File: src/shared/pps_defines.vh
// Constants for the parallel port buffer status block.
// Included by the pps_buffer_status design file only; holds definitions only.
`ifndef PPS_DEFINES_VH
`define PPS_DEFINES_VH

// Register word offsets (address bits above the byte lanes) on the Avalon-MM slave
`define PPS_ADDR_W        6
`define PPS_OFS_STATUS    4'h0
`define PPS_OFS_IRQ_STAT  4'h1
`define PPS_OFS_IRQ_MASK  4'h2
`define PPS_OFS_IN_BASE   2'h1
`define PPS_OFS_OUT_BASE  2'h2

// Status register field positions
`define PPS_B_IN_ALL_FULL 15
`define PPS_B_IN_OVF      14
`define PPS_B_IN_FULL_HI  11
`define PPS_B_IN_FULL_LO  8
`define PPS_B_OUT_ALL_EMP 7
`define PPS_B_OUT_UNF     6
`define PPS_B_OUT_EMP_HI  3
`define PPS_B_OUT_EMP_LO  0

// Flag reset values
`define PPS_RST_FULL      4'h0
`define PPS_RST_EMPTY     4'hF

// Interrupt status and mask layout
`define PPS_IRQ_W         4
`define PPS_IRQ_IN_WR     0
`define PPS_IRQ_OUT_TAKEN 1
`define PPS_IRQ_OVF       2
`define PPS_IRQ_UNF       3

`endif

File: src/rtl/pps_sync.v
// Two-flop synchroniser for a group of external pins.
// Assumes the pins are stable around the strobe that qualifies them.
`timescale 1ns/100ps
module pps_sync #(
	parameter W = 1
) (
	input  wire         MCLK,
	input  wire         RESET_N,
	input  wire [W-1:0] d_async,
	output wire [W-1:0] q_sync
);
	reg [W-1:0] meta_ff;
	reg [W-1:0] sync_ff;

	// First stage feeds the second stage only
	always @(posedge MCLK or negedge RESET_N) begin
		if (!RESET_N) begin
			meta_ff <= {W{1'b0}};
			sync_ff <= {W{1'b0}};
		end else begin
			meta_ff <= d_async;
			sync_ff <= meta_ff;
		end
	end

	assign q_sync = sync_ff;
endmodule

File: src/rtl/pps_buffer_status.v
// Buffered addressable slave port: four input and four output byte buffers with status.
// Assumes an Avalon-MM master on MCLK and an external master on asynchronous pins.
//
// What this block does
// Aggregate input-full is high only while all four input buffers hold data.
// External write to a full input buffer sets overflow; software writes zero to clear.
// Per input buffer full flag set by external write, cleared by software read.
// Aggregate output-empty is high only while all four output buffers are empty.
// Per output buffer empty flag cleared by software write, set when master takes data.
// A clear output empty flag means data not yet sent to the master.
// External read of an empty output buffer sets underflow; software writes zero to clear.
`timescale 1ns/100ps
`include "pps_defines.vh"
module pps_buffer_status #(
	parameter NBUF = 4
) (
	MCLK,
	RESET_N,
	AVS_ADDRESS,
	AVS_READ,
	AVS_WRITE,
	AVS_WRITEDATA,
	AVS_BYTEENABLE,
	AVS_READDATA,
	AVS_WAITREQUEST,
	EXT_WR_STB,
	EXT_RD_STB,
	EXT_ADDR,
	EXT_DIN,
	EXT_DOUT,
	IRQ
);
	input  wire                   MCLK;
	input  wire                   RESET_N;
	input  wire [`PPS_ADDR_W-1:0] AVS_ADDRESS;
	input  wire                   AVS_READ;
	input  wire                   AVS_WRITE;
	input  wire [31:0]            AVS_WRITEDATA;
	input  wire [3:0]             AVS_BYTEENABLE;
	output reg  [31:0]            AVS_READDATA;
	output reg                    AVS_WAITREQUEST;
	input  wire                   EXT_WR_STB;
	input  wire                   EXT_RD_STB;
	input  wire [1:0]             EXT_ADDR;
	input  wire [7:0]             EXT_DIN;
	output reg  [7:0]             EXT_DOUT;
	output reg                    IRQ;

	// One-hot buffer select, used by both bus and pin decoders
	function [3:0] buf_sel;
		input [1:0] idx;
		begin
			buf_sel = 4'h1 << idx;
		end
	endfunction

	// Pin synchronisation
	wire [11:0] pin_sync;
	pps_sync #(
		.W (12)
	) u_sync (
		.MCLK    (MCLK),
		.RESET_N (RESET_N),
		.d_async ({EXT_WR_STB, EXT_RD_STB, EXT_ADDR, EXT_DIN}),
		.q_sync  (pin_sync)
	);

	wire       wr_lvl   = pin_sync[11];
	wire       rd_lvl   = pin_sync[10];
	wire [1:0] ext_idx  = pin_sync[9:8];
	wire [7:0] ext_data = pin_sync[7:0];

	reg        wr_lvl_ff;
	reg        rd_lvl_ff;
	wire       ext_wr   = wr_lvl & ~wr_lvl_ff;
	wire       ext_rd   = rd_lvl & ~rd_lvl_ff;
	wire [3:0] ext_sel  = buf_sel(ext_idx);

	// Bus handshake: request seen, waitrequest drops, commit on next edge
	wire       req      = AVS_READ | AVS_WRITE;
	wire       commit   = req & ~AVS_WAITREQUEST;
	wire [3:0] word     = AVS_ADDRESS[`PPS_ADDR_W-1:2];
	wire       grp_in   = (word[3:2] == `PPS_OFS_IN_BASE);
	wire       grp_out  = (word[3:2] == `PPS_OFS_OUT_BASE);
	wire [3:0] bus_sel  = buf_sel(word[1:0]);
	wire       lane0    = AVS_BYTEENABLE[0];
	wire       lane1    = AVS_BYTEENABLE[1];
	// Snapshot of the full flags at the answer edge; a byte that lands in the wait state is not drained
	reg  [NBUF-1:0] in_seen_ff;
	wire [3:0] sw_rd_in = (commit & AVS_READ & grp_in) ? (bus_sel & in_seen_ff) : 4'h0;
	wire [3:0] sw_wr_out = (commit & AVS_WRITE & grp_out & lane0) ? bus_sel : 4'h0;
	wire       wr_stat  = commit & AVS_WRITE & (word == `PPS_OFS_STATUS);
	wire       rd_irq   = commit & AVS_READ & (word == `PPS_OFS_IRQ_STAT);
	wire       wr_mask  = commit & AVS_WRITE & (word == `PPS_OFS_IRQ_MASK) & lane0;

	reg  [7:0]            in_buf  [0:NBUF-1];
	reg  [7:0]            out_buf [0:NBUF-1];
	reg  [NBUF-1:0]       in_full_ff;
	reg  [NBUF-1:0]       out_empty_ff;
	reg                   ovf_ff;
	reg                   unf_ff;
	reg  [`PPS_IRQ_W-1:0] irq_stat_ff;
	reg  [`PPS_IRQ_W-1:0] irq_mask_ff;
	reg  [`PPS_IRQ_W-1:0] nxt_irq_stat;
	reg  [31:0]           nxt_rdata;
	reg  [15:0]           status;

	wire ovf_ev = ext_wr & |(ext_sel & in_full_ff[3:0]);
	wire unf_ev = ext_rd & |(ext_sel & out_empty_ff[3:0]);
	wire wr_ok  = ext_wr & ~ovf_ev;
	wire rd_ok  = ext_rd & ~unf_ev;

	// Reset images of the flag vectors, one bit per buffer
	localparam [3:0] full_rst  = `PPS_RST_FULL;
	localparam [3:0] empty_rst = `PPS_RST_EMPTY;

	// Per-buffer storage and flags
	genvar gi;
	generate
		for (gi = 0; gi < NBUF; gi = gi + 1) begin : g_buf
			always @(posedge MCLK or negedge RESET_N) begin
				if (!RESET_N) begin
					in_full_ff[gi]   <= full_rst[gi];
					out_empty_ff[gi] <= empty_rst[gi];
					in_buf[gi]       <= 8'h00;
					out_buf[gi]      <= 8'h00;
				end else begin
					// A new external byte wins over the software read that drains it
					if (wr_ok && ext_sel[gi]) begin
						in_full_ff[gi] <= 1'b1;
						in_buf[gi]     <= ext_data;
					end else if (sw_rd_in[gi]) begin
						in_full_ff[gi] <= 1'b0;
					end
					// Fresh software data must not be marked as taken
					if (sw_wr_out[gi]) begin
						out_empty_ff[gi] <= 1'b0;
						out_buf[gi]      <= AVS_WRITEDATA[7:0];
					end else if (rd_ok && ext_sel[gi]) begin
						out_empty_ff[gi] <= 1'b1;
					end
				end
			end
		end
	endgenerate

	// Status word as software sees it
	always @* begin
		status = 16'h0000;
		status[`PPS_B_IN_ALL_FULL] = &in_full_ff;
		status[`PPS_B_IN_OVF] = ovf_ff;
		status[`PPS_B_IN_FULL_HI:`PPS_B_IN_FULL_LO] = in_full_ff[3:0];
		status[`PPS_B_OUT_ALL_EMP] = &out_empty_ff;
		status[`PPS_B_OUT_UNF] = unf_ff;
		status[`PPS_B_OUT_EMP_HI:`PPS_B_OUT_EMP_LO] = out_empty_ff[3:0];
	end

	always @* begin
		nxt_rdata = 32'h00000000;
		if (grp_in) begin
			nxt_rdata[7:0] = in_buf[word[1:0]];
		end else if (grp_out) begin
			nxt_rdata[7:0] = out_buf[word[1:0]];
		end else if (word == `PPS_OFS_STATUS) begin
			nxt_rdata[15:0] = status;
		end else if (word == `PPS_OFS_IRQ_STAT) begin
			nxt_rdata[`PPS_IRQ_W-1:0] = irq_stat_ff;
		end else if (word == `PPS_OFS_IRQ_MASK) begin
			nxt_rdata[`PPS_IRQ_W-1:0] = irq_mask_ff;
		end
	end

	// Events set sticky bits; setting wins over the clearing read
	always @* begin
		// Clear only what the read returned, so an event during the wait state survives
		nxt_irq_stat = rd_irq ? (irq_stat_ff & ~AVS_READDATA[`PPS_IRQ_W-1:0]) : irq_stat_ff;
		if (wr_ok) begin
			nxt_irq_stat[`PPS_IRQ_IN_WR] = 1'b1;
		end
		if (rd_ok) begin
			nxt_irq_stat[`PPS_IRQ_OUT_TAKEN] = 1'b1;
		end
		if (ovf_ev) begin
			nxt_irq_stat[`PPS_IRQ_OVF] = 1'b1;
		end
		if (unf_ev) begin
			nxt_irq_stat[`PPS_IRQ_UNF] = 1'b1;
		end
	end

	always @(posedge MCLK or negedge RESET_N) begin
		if (!RESET_N) begin
			wr_lvl_ff       <= 1'b0;
			rd_lvl_ff       <= 1'b0;
			in_seen_ff      <= {NBUF{1'b0}};
			ovf_ff          <= 1'b0;
			unf_ff          <= 1'b0;
			irq_stat_ff     <= {`PPS_IRQ_W{1'b0}};
			irq_mask_ff     <= {`PPS_IRQ_W{1'b0}};
			IRQ             <= 1'b0;
			EXT_DOUT        <= 8'h00;
			AVS_READDATA    <= 32'h00000000;
			AVS_WAITREQUEST <= 1'b1;
		end else begin
			wr_lvl_ff <= wr_lvl;
			rd_lvl_ff <= rd_lvl;
			// Error flags: only a zero write clears, a new error wins
			if (ovf_ev) begin
				ovf_ff <= 1'b1;
			end else if (wr_stat && lane1 && !AVS_WRITEDATA[`PPS_B_IN_OVF]) begin
				ovf_ff <= 1'b0;
			end
			if (unf_ev) begin
				unf_ff <= 1'b1;
			end else if (wr_stat && lane0 && !AVS_WRITEDATA[`PPS_B_OUT_UNF]) begin
				unf_ff <= 1'b0;
			end
			// Underflow still drives the stale byte; the flag tells software
			if (ext_rd) begin
				EXT_DOUT <= out_buf[ext_idx];
			end
			irq_stat_ff <= nxt_irq_stat;
			if (wr_mask) begin
				irq_mask_ff <= AVS_WRITEDATA[`PPS_IRQ_W-1:0];
			end
			IRQ <= |(nxt_irq_stat & (wr_mask ? AVS_WRITEDATA[`PPS_IRQ_W-1:0] : irq_mask_ff));
			// Fixed one-wait-state answer
			if (req && AVS_WAITREQUEST) begin
				AVS_WAITREQUEST <= 1'b0;
				AVS_READDATA    <= nxt_rdata;
				in_seen_ff      <= in_full_ff;
			end else begin
				AVS_WAITREQUEST <= 1'b1;
			end
		end
	end
endmodule

File: config.mk
export PLATFORM = sky130hd
export DESIGN_NAME = pps_buffer_status
export DESIGN_NICKNAME = d
export VERILOG_FILES = /design/src/rtl/pps_sync.v /design/src/rtl/pps_buffer_status.v
export VERILOG_INCLUDE_DIRS = /design/src /design/src/shared
export SDC_FILE = /design/constraint.sdc
export NUM_CORES = 1
export LEC_CHECK = 0
export BUFFER_PORTS_ARGS = -buffer_cell sky130_fd_sc_hd__buf_4
export CORE_MARGIN = 2
export CORE_UTILIZATION = 55
export DETAILED_ROUTE_END_ITERATION = 10
export PLACE_DENSITY = 0.9
export REMOVE_ABC_BUFFERS = 1
export SLEW_MARGIN = 20
export SYNTH_ARGS = -nofsm -noshare
export SYNTH_HDL_FRONTEND = slang
export SYNTH_SLANG_ARGS = --single-unit
export TNS_END_PERCENT = 20
File: constraint.sdc
create_clock -name MCLK -period 2 [get_ports MCLK]
set_input_delay 0.2 -clock MCLK [delete_from_list [all_inputs] [get_ports MCLK]]
set_output_delay 0.2 -clock MCLK [all_outputs]
set_load 0.02 [all_outputs]
==> flow_metrics.py, run 1 <==
metrics = {
    "hold_path": {
        "hp-class": "in -> reg",
    },
    "clock_network": {
        "cts_resized": 0,
        "clock-sinks": 136,
        "clk_latency_ns": 0.52,
        "postCtsSetupRepairBufs": 0,
        "cts_tree": "yes",
        "ctsRootBufferMaster": "clkbuf_8",
        "postCtsHoldBufs": 21,
        "cts_buffer_depth": 2,
        "clkTransAtPathRegs_ns": 0.06,
        "cts_buffers": 17,
        "ctsHtreeMaxLevel": 4,
    },
    "placed_design": {
        "detailedPlace.worstSlack_ns": 0.168,
        "dp.cells": 619,
        "dp_hpwl_um": 8970,
        "portBuffers": 54,
        "dpl_cell_area_um2": 6660,
        "gp_congestion": 0.841,
    },
    "power_and_ir_drop": {
        "ir_worst_vdd_mv": 0.653,
        "p_leak_uw": 0.00340,
        "power.density_nw_per_um2": 1150,
    },
    "finish": {
        "area_delta_synth_final_pct": 24.1,
        "nets": 577,
        "nFillCells": 727,
        "final_area_um2": 7450,
        "drive_gt1_frac": 0.426,
        "fin_util": 0.694,
        "stdcell_count": 671,
        "antenna_cells": 0,
    },
    "critical_path": {
        "end_kind": "flop",
        "crit_chain": "buf_4 -> or3b_2 -> o22ai_1 -> o2bb2ai_1 -> o2111ai_1",
        "cp.arrival_ns": 2.29,
        "cpPeakStageDelay_ns": 0.49,
        "r2r_slack_ns": 0.14,
        "crit_path_start_kind": "flop",
        "worstPathRequired_ns": 2.43,
        "cp_max_fo": 10,
        "cp_slowest_cell": "or3b_2",
        "path_class": "reg -> reg",
    },
    "routing": {
        "num_vias": 3978,
        "wirelength_um": 13900,
        "final_antenna_net_count": 0,
        "dr.pass1.iters": 5,
        "drtIter0Drc": 269,
        "drc_errors": 0,
        "wl_per_cell_um": 20.6,
        "post_drt_via_cell_ratio": 5.93,
    },
    "synthesis": {
        "post-synth-top-count-cell": "dfrtp_1",
        "netlist_area_um2": 6010,
        "synth_commonest_cells": "dfrtp_1, mux2_2, mux4_2, buf_4, nand2_1",
        "synthFlopType": "dfrtp_1",
        "synth-edff-count": 0,
        "avgSynthCellArea_um2": 14.3,
        "yosys_warnings": 0,
        "yosysTopAreaCellShare": 0.546,
        "synth_area_leader_cell": "dfrtp_1",
        "ys_seq_elements": 136,
        "synth.distinct_cells": 46,
        "yosys-top-cells-area": "dfrtp_1, mux2_2, mux4_2",
        "synth_seq_area_share": 0.568,
        "async_flop_share": 1.00,
        "netlist_instances": 420,
    },
    "floorplanning": {
        "ios": 100,
        "coreArea_um2": 10700,
        "die_h_um": 109,
        "initial_core_util": 0.559,
        "die-area_um2": 11800,
        "row_count": 38,
        "die_w_um": 109,
    },
    "global_routing": {
        "grt_use_total": 0.255,
        "grt_overflow_total": 0,
        "grt_first_pass_wirelength_um": 21900,
        "antenna_found_initial": 0,
        "grt_max_degree": 48,
        "grt_pass1_vias": 4107,
    },
    "sta": {
        "slew_viol_final": 0,
        "slew-limit-headroom": 0.512,
        "fin_tns_setup_ns": 0,
        "setup_violations": 0,
        "fmax_ghz": 0.538,
        "postLayoutSetupSlackWorst_ns": 0.141,
        "min_period_ns": 1.86,
        "rsz0062_at_grt": "false",
        "skew_ns": 0.00882,
        "fin_crit_sh": 0.930,
        "worst_slew_pin_slew_ns": 0.731,
        "hold_viol_final": 0,
    },
    "job": {
        "max_cap_viol_count": 0,
    },
    "outcome": {
        "status": "finished clean",
    },
}
## where the power goes
| part | internal (uW) | total, uW | switching [uW] |
|---|---|---|---|
| clock network | 1910 | 3120 | 1210 |
| registers | 3370 | 3820 | 454 |
| logic | 912 | 1630 | 714 |
## per-stage QoR
stage,hold WS [ns],total power [uW]
after detailed placement,0.143,5400
final,0.0293,8570
after floorplan,-0.0956,4730
after global placement,0.137,5250
after global routing,0.0317,8920
after CTS,0.0144,8540
## layout by cell type (no fill, tap or decap), drive strengths merged, types with 2 or more instances in the layout
master       netlist  layout
clkinvlp           0       3
dlygate4sd3        0      21
nand2b             3       3
mux2i              7       7
o22ai              2       2
a21oi              7       7
a22oi              4       4
nor4b              2       2
clkinv             0       2
nor2              10      10
nor2b              5       5
nand2             21      21
mux2              79      79
a31oi              5       5
nand4              2       2
inv                6      10
a22o              10      10
dfstp              5       5
nand3              7       7
mux4              24      24
bufinv             0       3
o2bb2ai            7       7
or3b               2       2
nor3b              5       5
o31ai              2       2
and3b              3       3
dfrtp            131     131
clkbuf             6      19
nand3b             4       4
buf               31      79
conb               1      18
o21ai             17      17
or2                3       3
## worst max-delay path, delay by kind of cell (launching register included)
family          cells  cell delay [ns]
compound gates      3             0.55
simple gates        1             0.49
flops               1             0.48
buf+inv             1             0.24
## cell type report
class,instances,area [um^2],share of cell area
multi-input combinational,258,2410,0.323
clock inverter,12,165,0.0222
tap,140,175,0.0235
clock buffer,19,422,0.0566
timing repair buffer,100,853,0.114
inverter,6,22.5,0.00302
sequential,136,3410,0.457
## routing by layer
layer | part of all wire | routed length [um] | up-vias | global-route usage
met5 | 0 | 0 | - | 0
met4 | 0.029 | 399 | 0 | 0.112
met3 | 0.057 | 784 | 36 | 0.0555
met2 | 0.51 | 7100 | 166 | 0.431
met1 | 0.40 | 5560 | 2066 | 0.316
li1 | - | - | 1710 | -
## sequential cells by signal (all words and copies together), names as in the netlist
register,flops
EXT_DOUT,8
in_seen_ff,4
out_empty_ff,4
irq_mask_ff,4
u_sync.q_sync,12
in_buf,32
IRQ,1
irq_stat_ff,4
ovf_ff,1
out_buf,32
in_full_ff,4
u_sync.meta_ff,12
wr_lvl_ff,1
unf_ff,1
rd_lvl_ff,1
AVS_READDATA,14
AVS_WAITREQUEST,1
## logic make-up after synthesis
| family | synth area share |
|---|---|
| compound gates | 0.0635 |
| buf+inv | 0.0429 |
| flops | 0.568 |
| mux | 0.250 |
| other cells | 0.000624 |
| simple gates | 0.0750 |
## worst paths after layout
check,from,end,depth (start not counted)
worst max-delay path,u_sync.q_sync[8],IRQ,5
worst min-delay path,AVS_WRITEDATA[14],ovf_ff,4
worst max register to register,u_sync.q_sync[8],IRQ,5
worst min register to register,u_sync.meta_ff[1],u_sync.q_sync[1],0
max in group asynchronous,RESET_N,out_empty_ff[0],3
min in group asynchronous,RESET_N,u_sync.meta_ff[0],2
No activity file was read; power rests on OpenSTA's default activity.
==> inputs of run 2 (changes only) <==
--- a/config.mk
+++ b/config.mk
@@ -6,6 +6,7 @@
 export SDC_FILE = /design/constraint.sdc
 export NUM_CORES = 1
 export LEC_CHECK = 0
+export ABC_AREA = 1
 export BUFFER_PORTS_ARGS = -buffer_cell sky130_fd_sc_hd__buf_4
 export CORE_MARGIN = 2
 export CORE_UTILIZATION = 55
==> run 2 against run 1 <==
Total power fell by 13%. Cell count is 38% higher. First-iteration DRC count up 92%. Final area shrank 1.7%. Sequential power fell by 10%. Critical path depth is 6 higher. Count of clock-buffer cells in the layout stayed put. Highest routed layer unchanged.
==> flow_metrics.py, run 2 <==
metrics = {
    "floorplanning": {
        "die_h_um": 109,
        "ios": 100,
        "coreArea_um2": 10700,
        "die-area_um2": 11800,
        "initial_core_util": 0.560,
        "die_w_um": 109,
        "row_count": 38,
    },
    "power_and_ir_drop": {
        "ir_worst_vdd_mv": 0.781,
        "seqPwrFrac": 0.460,
        "power.density_nw_per_um2": 1020,
        "swShare": 0.288,
        "combinationalPowerShare": 0.162,
        "p_leak_uw": 0.00361,
        "clkPwrFrac": 0.378,
        "power_switching_uw": 2150,
        "internal_power_uw": 5320,
    },
    "critical_path": {
        "cpLargestDelayFamily": "simple AND/OR/NAND/NOR gates",
        "cpPeakStageDelay_ns": 0.45,
        "end_kind": "flop",
        "crit_chain": "nor2_1 -> buf_4 -> nand2_1 -> nand2_1 -> nor2_2 -> nand2_2 -> nand2_2 -> nand2_1 -> nand2_1 -> inv_1 -> nand2_1",
        "critPathBufInv": 2,
        "path_class": "reg -> reg",
        "cp.arrival_ns": 2.20,
        "crit_path_frequent_cell": "nand2_1",
        "worstPathRequired_ns": 2.41,
        "cp_slowest_cell": "dfrtp_1",
        "cp_max_fo": 11,
        "crit_path_start_kind": "flop",
    },
    "finish": {
        "final_common_cell": "nand2_1",
        "nets": 829,
        "area_delta_synth_final_pct": 21.8,
        "stdcell_count": 924,
        "nFillCells": 819,
        "layout_common_cells": "nand2_1, dfrtp_1, buf_4",
        "final_area_um2": 7330,
        "largestRegisters": "in_buf x32, out_buf x32, AVS_READDATA x14",
        "antenna_cells": 0,
        "drive_gt1_frac": 0.190,
        "fin_util": 0.682,
    },
    "synthesis": {
        "yosys-top-cells-area": "dfrtp_1, nand2_1, o21ai_1",
        "synth_area_leader_cell": "dfrtp_1",
        "async_flop_share": 1.00,
        "ys_seq_elements": 136,
        "synth-edff-count": 0,
        "synthFlopType": "dfrtp_1",
        "yosys_warnings": 0,
        "post-synth-top-count-cell": "nand2_1",
        "synth_seq_area_share": 0.567,
        "netlist_area_um2": 6020,
        "synth_commonest_cells": "nand2_1, dfrtp_1, inv_1, o21ai_1, o21ai_0",
        "yosysTopAreaCellShare": 0.545,
        "avgSynthCellArea_um2": 8.87,
        "synth.distinct_cells": 38,
        "netlist_instances": 678,
    },
    "placed_design": {
        "portBuffers": 54,
        "dpl_cell_area_um2": 6570,
        "gp_congestion": 0.925,
        "dp.cells": 870,
        "dp_hpwl_um": 10100,
    },
    "sta": {
        "worst_slew_pin_slew_ns": 0.682,
        "setup_violations": 0,
        "holdWs_ns": 0.0287,
        "fin_tns_setup_ns": 0,
        "slew_viol_final": 0,
        "min_period_ns": 1.79,
        "fin_crit_sh": 0.893,
        "slew-limit-headroom": 0.543,
        "hold_viol_final": 0,
        "fmax_ghz": 0.560,
        "rsz0062_at_grt": "false",
        "skew_ns": 0.0114,
    },
    "global_routing": {
        "grt_use_total": 0.273,
        "antenna_found_initial": 0,
        "grt_overflow_total": 0,
        "grt_max_degree": 46,
        "grt_first_pass_wirelength_um": 24200,
        "grt_pass1_vias": 5101,
    },
    "hold_path": {
        "hp-class": "in -> reg",
    },
    "routing": {
        "met2_length_um": 7290,
        "wirelength_um": 15000,
        "drc_errors": 0,
        "wl_met1_um": 5730,
        "wl_met3_um": 1380,
        "drtIter0Drc": 516,
        "post_drt_via_cell_ratio": 5.59,
        "highest_layer": "met4",
        "num_vias": 5169,
        "wl_per_cell_um": 16.2,
        "dr.pass1.iters": 6,
        "final_antenna_net_count": 0,
    },
    "clock_network": {
        "ctsRootBufferMaster": "clkbuf_8",
        "cts_tree": "yes",
        "clkTransAtPathRegs_ns": 0.06,
        "clock-sinks": 136,
        "cts_buffer_depth": 2,
        "cts_buffers": 17,
        "ctsHtreeMaxLevel": 4,
        "clk_latency_ns": 0.53,
        "cts_resized": 0,
    },
    "outcome": {
        "status": "finished clean",
    },
    "job": {
        "max_cap_viol_count": 0,
    },
}
[run 2: power by group through the flow]
stage	clock network [uW]	logic, uW	registers [uW]
6_report	2830	1210	3430
5_1_grt	2970	1340	3470
4_1_cts	2840	1210	3420
3_5_place_dp	0	1150	3470
3_3_place_gp	0	1110	3440
2_1_floorplan	0	661	3480
[run 2: routing by layer]
layer,GRT usage,vias to the layer above
met4,0.142,0
met1,0.340,2426
met5,0,-
met3,0.0723,70
met2,0.439,328
li1,-,2345
[run 2: layout make-up]
type / count / area (um^2) / area share
inverter: 64 / 243 / 0.0331
tap: 140 / 175 / 0.0239
sequential: 136 / 3410 / 0.465
multi-input combinational: 460 / 2190 / 0.299
clock inverter: 13 / 106 / 0.0145
clock buffer: 19 / 432 / 0.0589
timing repair buffer: 92 / 771 / 0.105
[run 2: path summary, 6_finish.rpt]
check / end / from / depth (start not counted) / slack [ns]
worst min register to register: u_sync.q_sync[10] / u_sync.meta_ff[10] / 0 / 0.35
min in group asynchronous: EXT_DOUT[5] / RESET_N / 2 / 0.19
worst max register to register: IRQ / u_sync.q_sync[8] / 11 / 0.21
worst max-delay path: IRQ / u_sync.q_sync[8] / 11 / 0.21
worst min-delay path: ovf_ff / AVS_BYTEENABLE[1] / 4 / 0.03
max in group asynchronous: out_empty_ff[2] / RESET_N / 3 / 1.11
[run 2: worst register-to-register path: stages, from the launching register on]
cell	delay (ns)
dfrtp_1	0.45
nor2_1	0.28
buf_4	0.28
nand2_1	0.09
nand2_1	0.12
nor2_2	0.08
nand2_2	0.11
nand2_2	0.07
nand2_1	0.05
nand2_1	0.06
inv_1	0.05
nand2_1	0.05
[run 2: cell families (layout without fill, tap and decap cells)]
group / Yosys count / in the layout / share of synthesized area
and+or+nand+nor: 324 / 324 / 0.236
buffers and inverters: 99 / 188 / 0.0799
AOI/OAI and AO/OA: 118 / 118 / 0.117
DFF: 136 / 136 / 0.567
other: 1 / 18 / 0.000623
[run 2: what timing repair did]
action | CTS | global route
hold endpoints to repair | 69 | 0
hold buffers | 22 | 0
setup buffers | 0 | 0
[run 2: per-stage QoR]
step	setup WS [ns]	total power, uW
floorplan	0.266	4140
global placement	0.336	4550
detailed placement	0.290	4620
CTS	0.242	7470
global route	0.118	7790
finish	0.213	7470
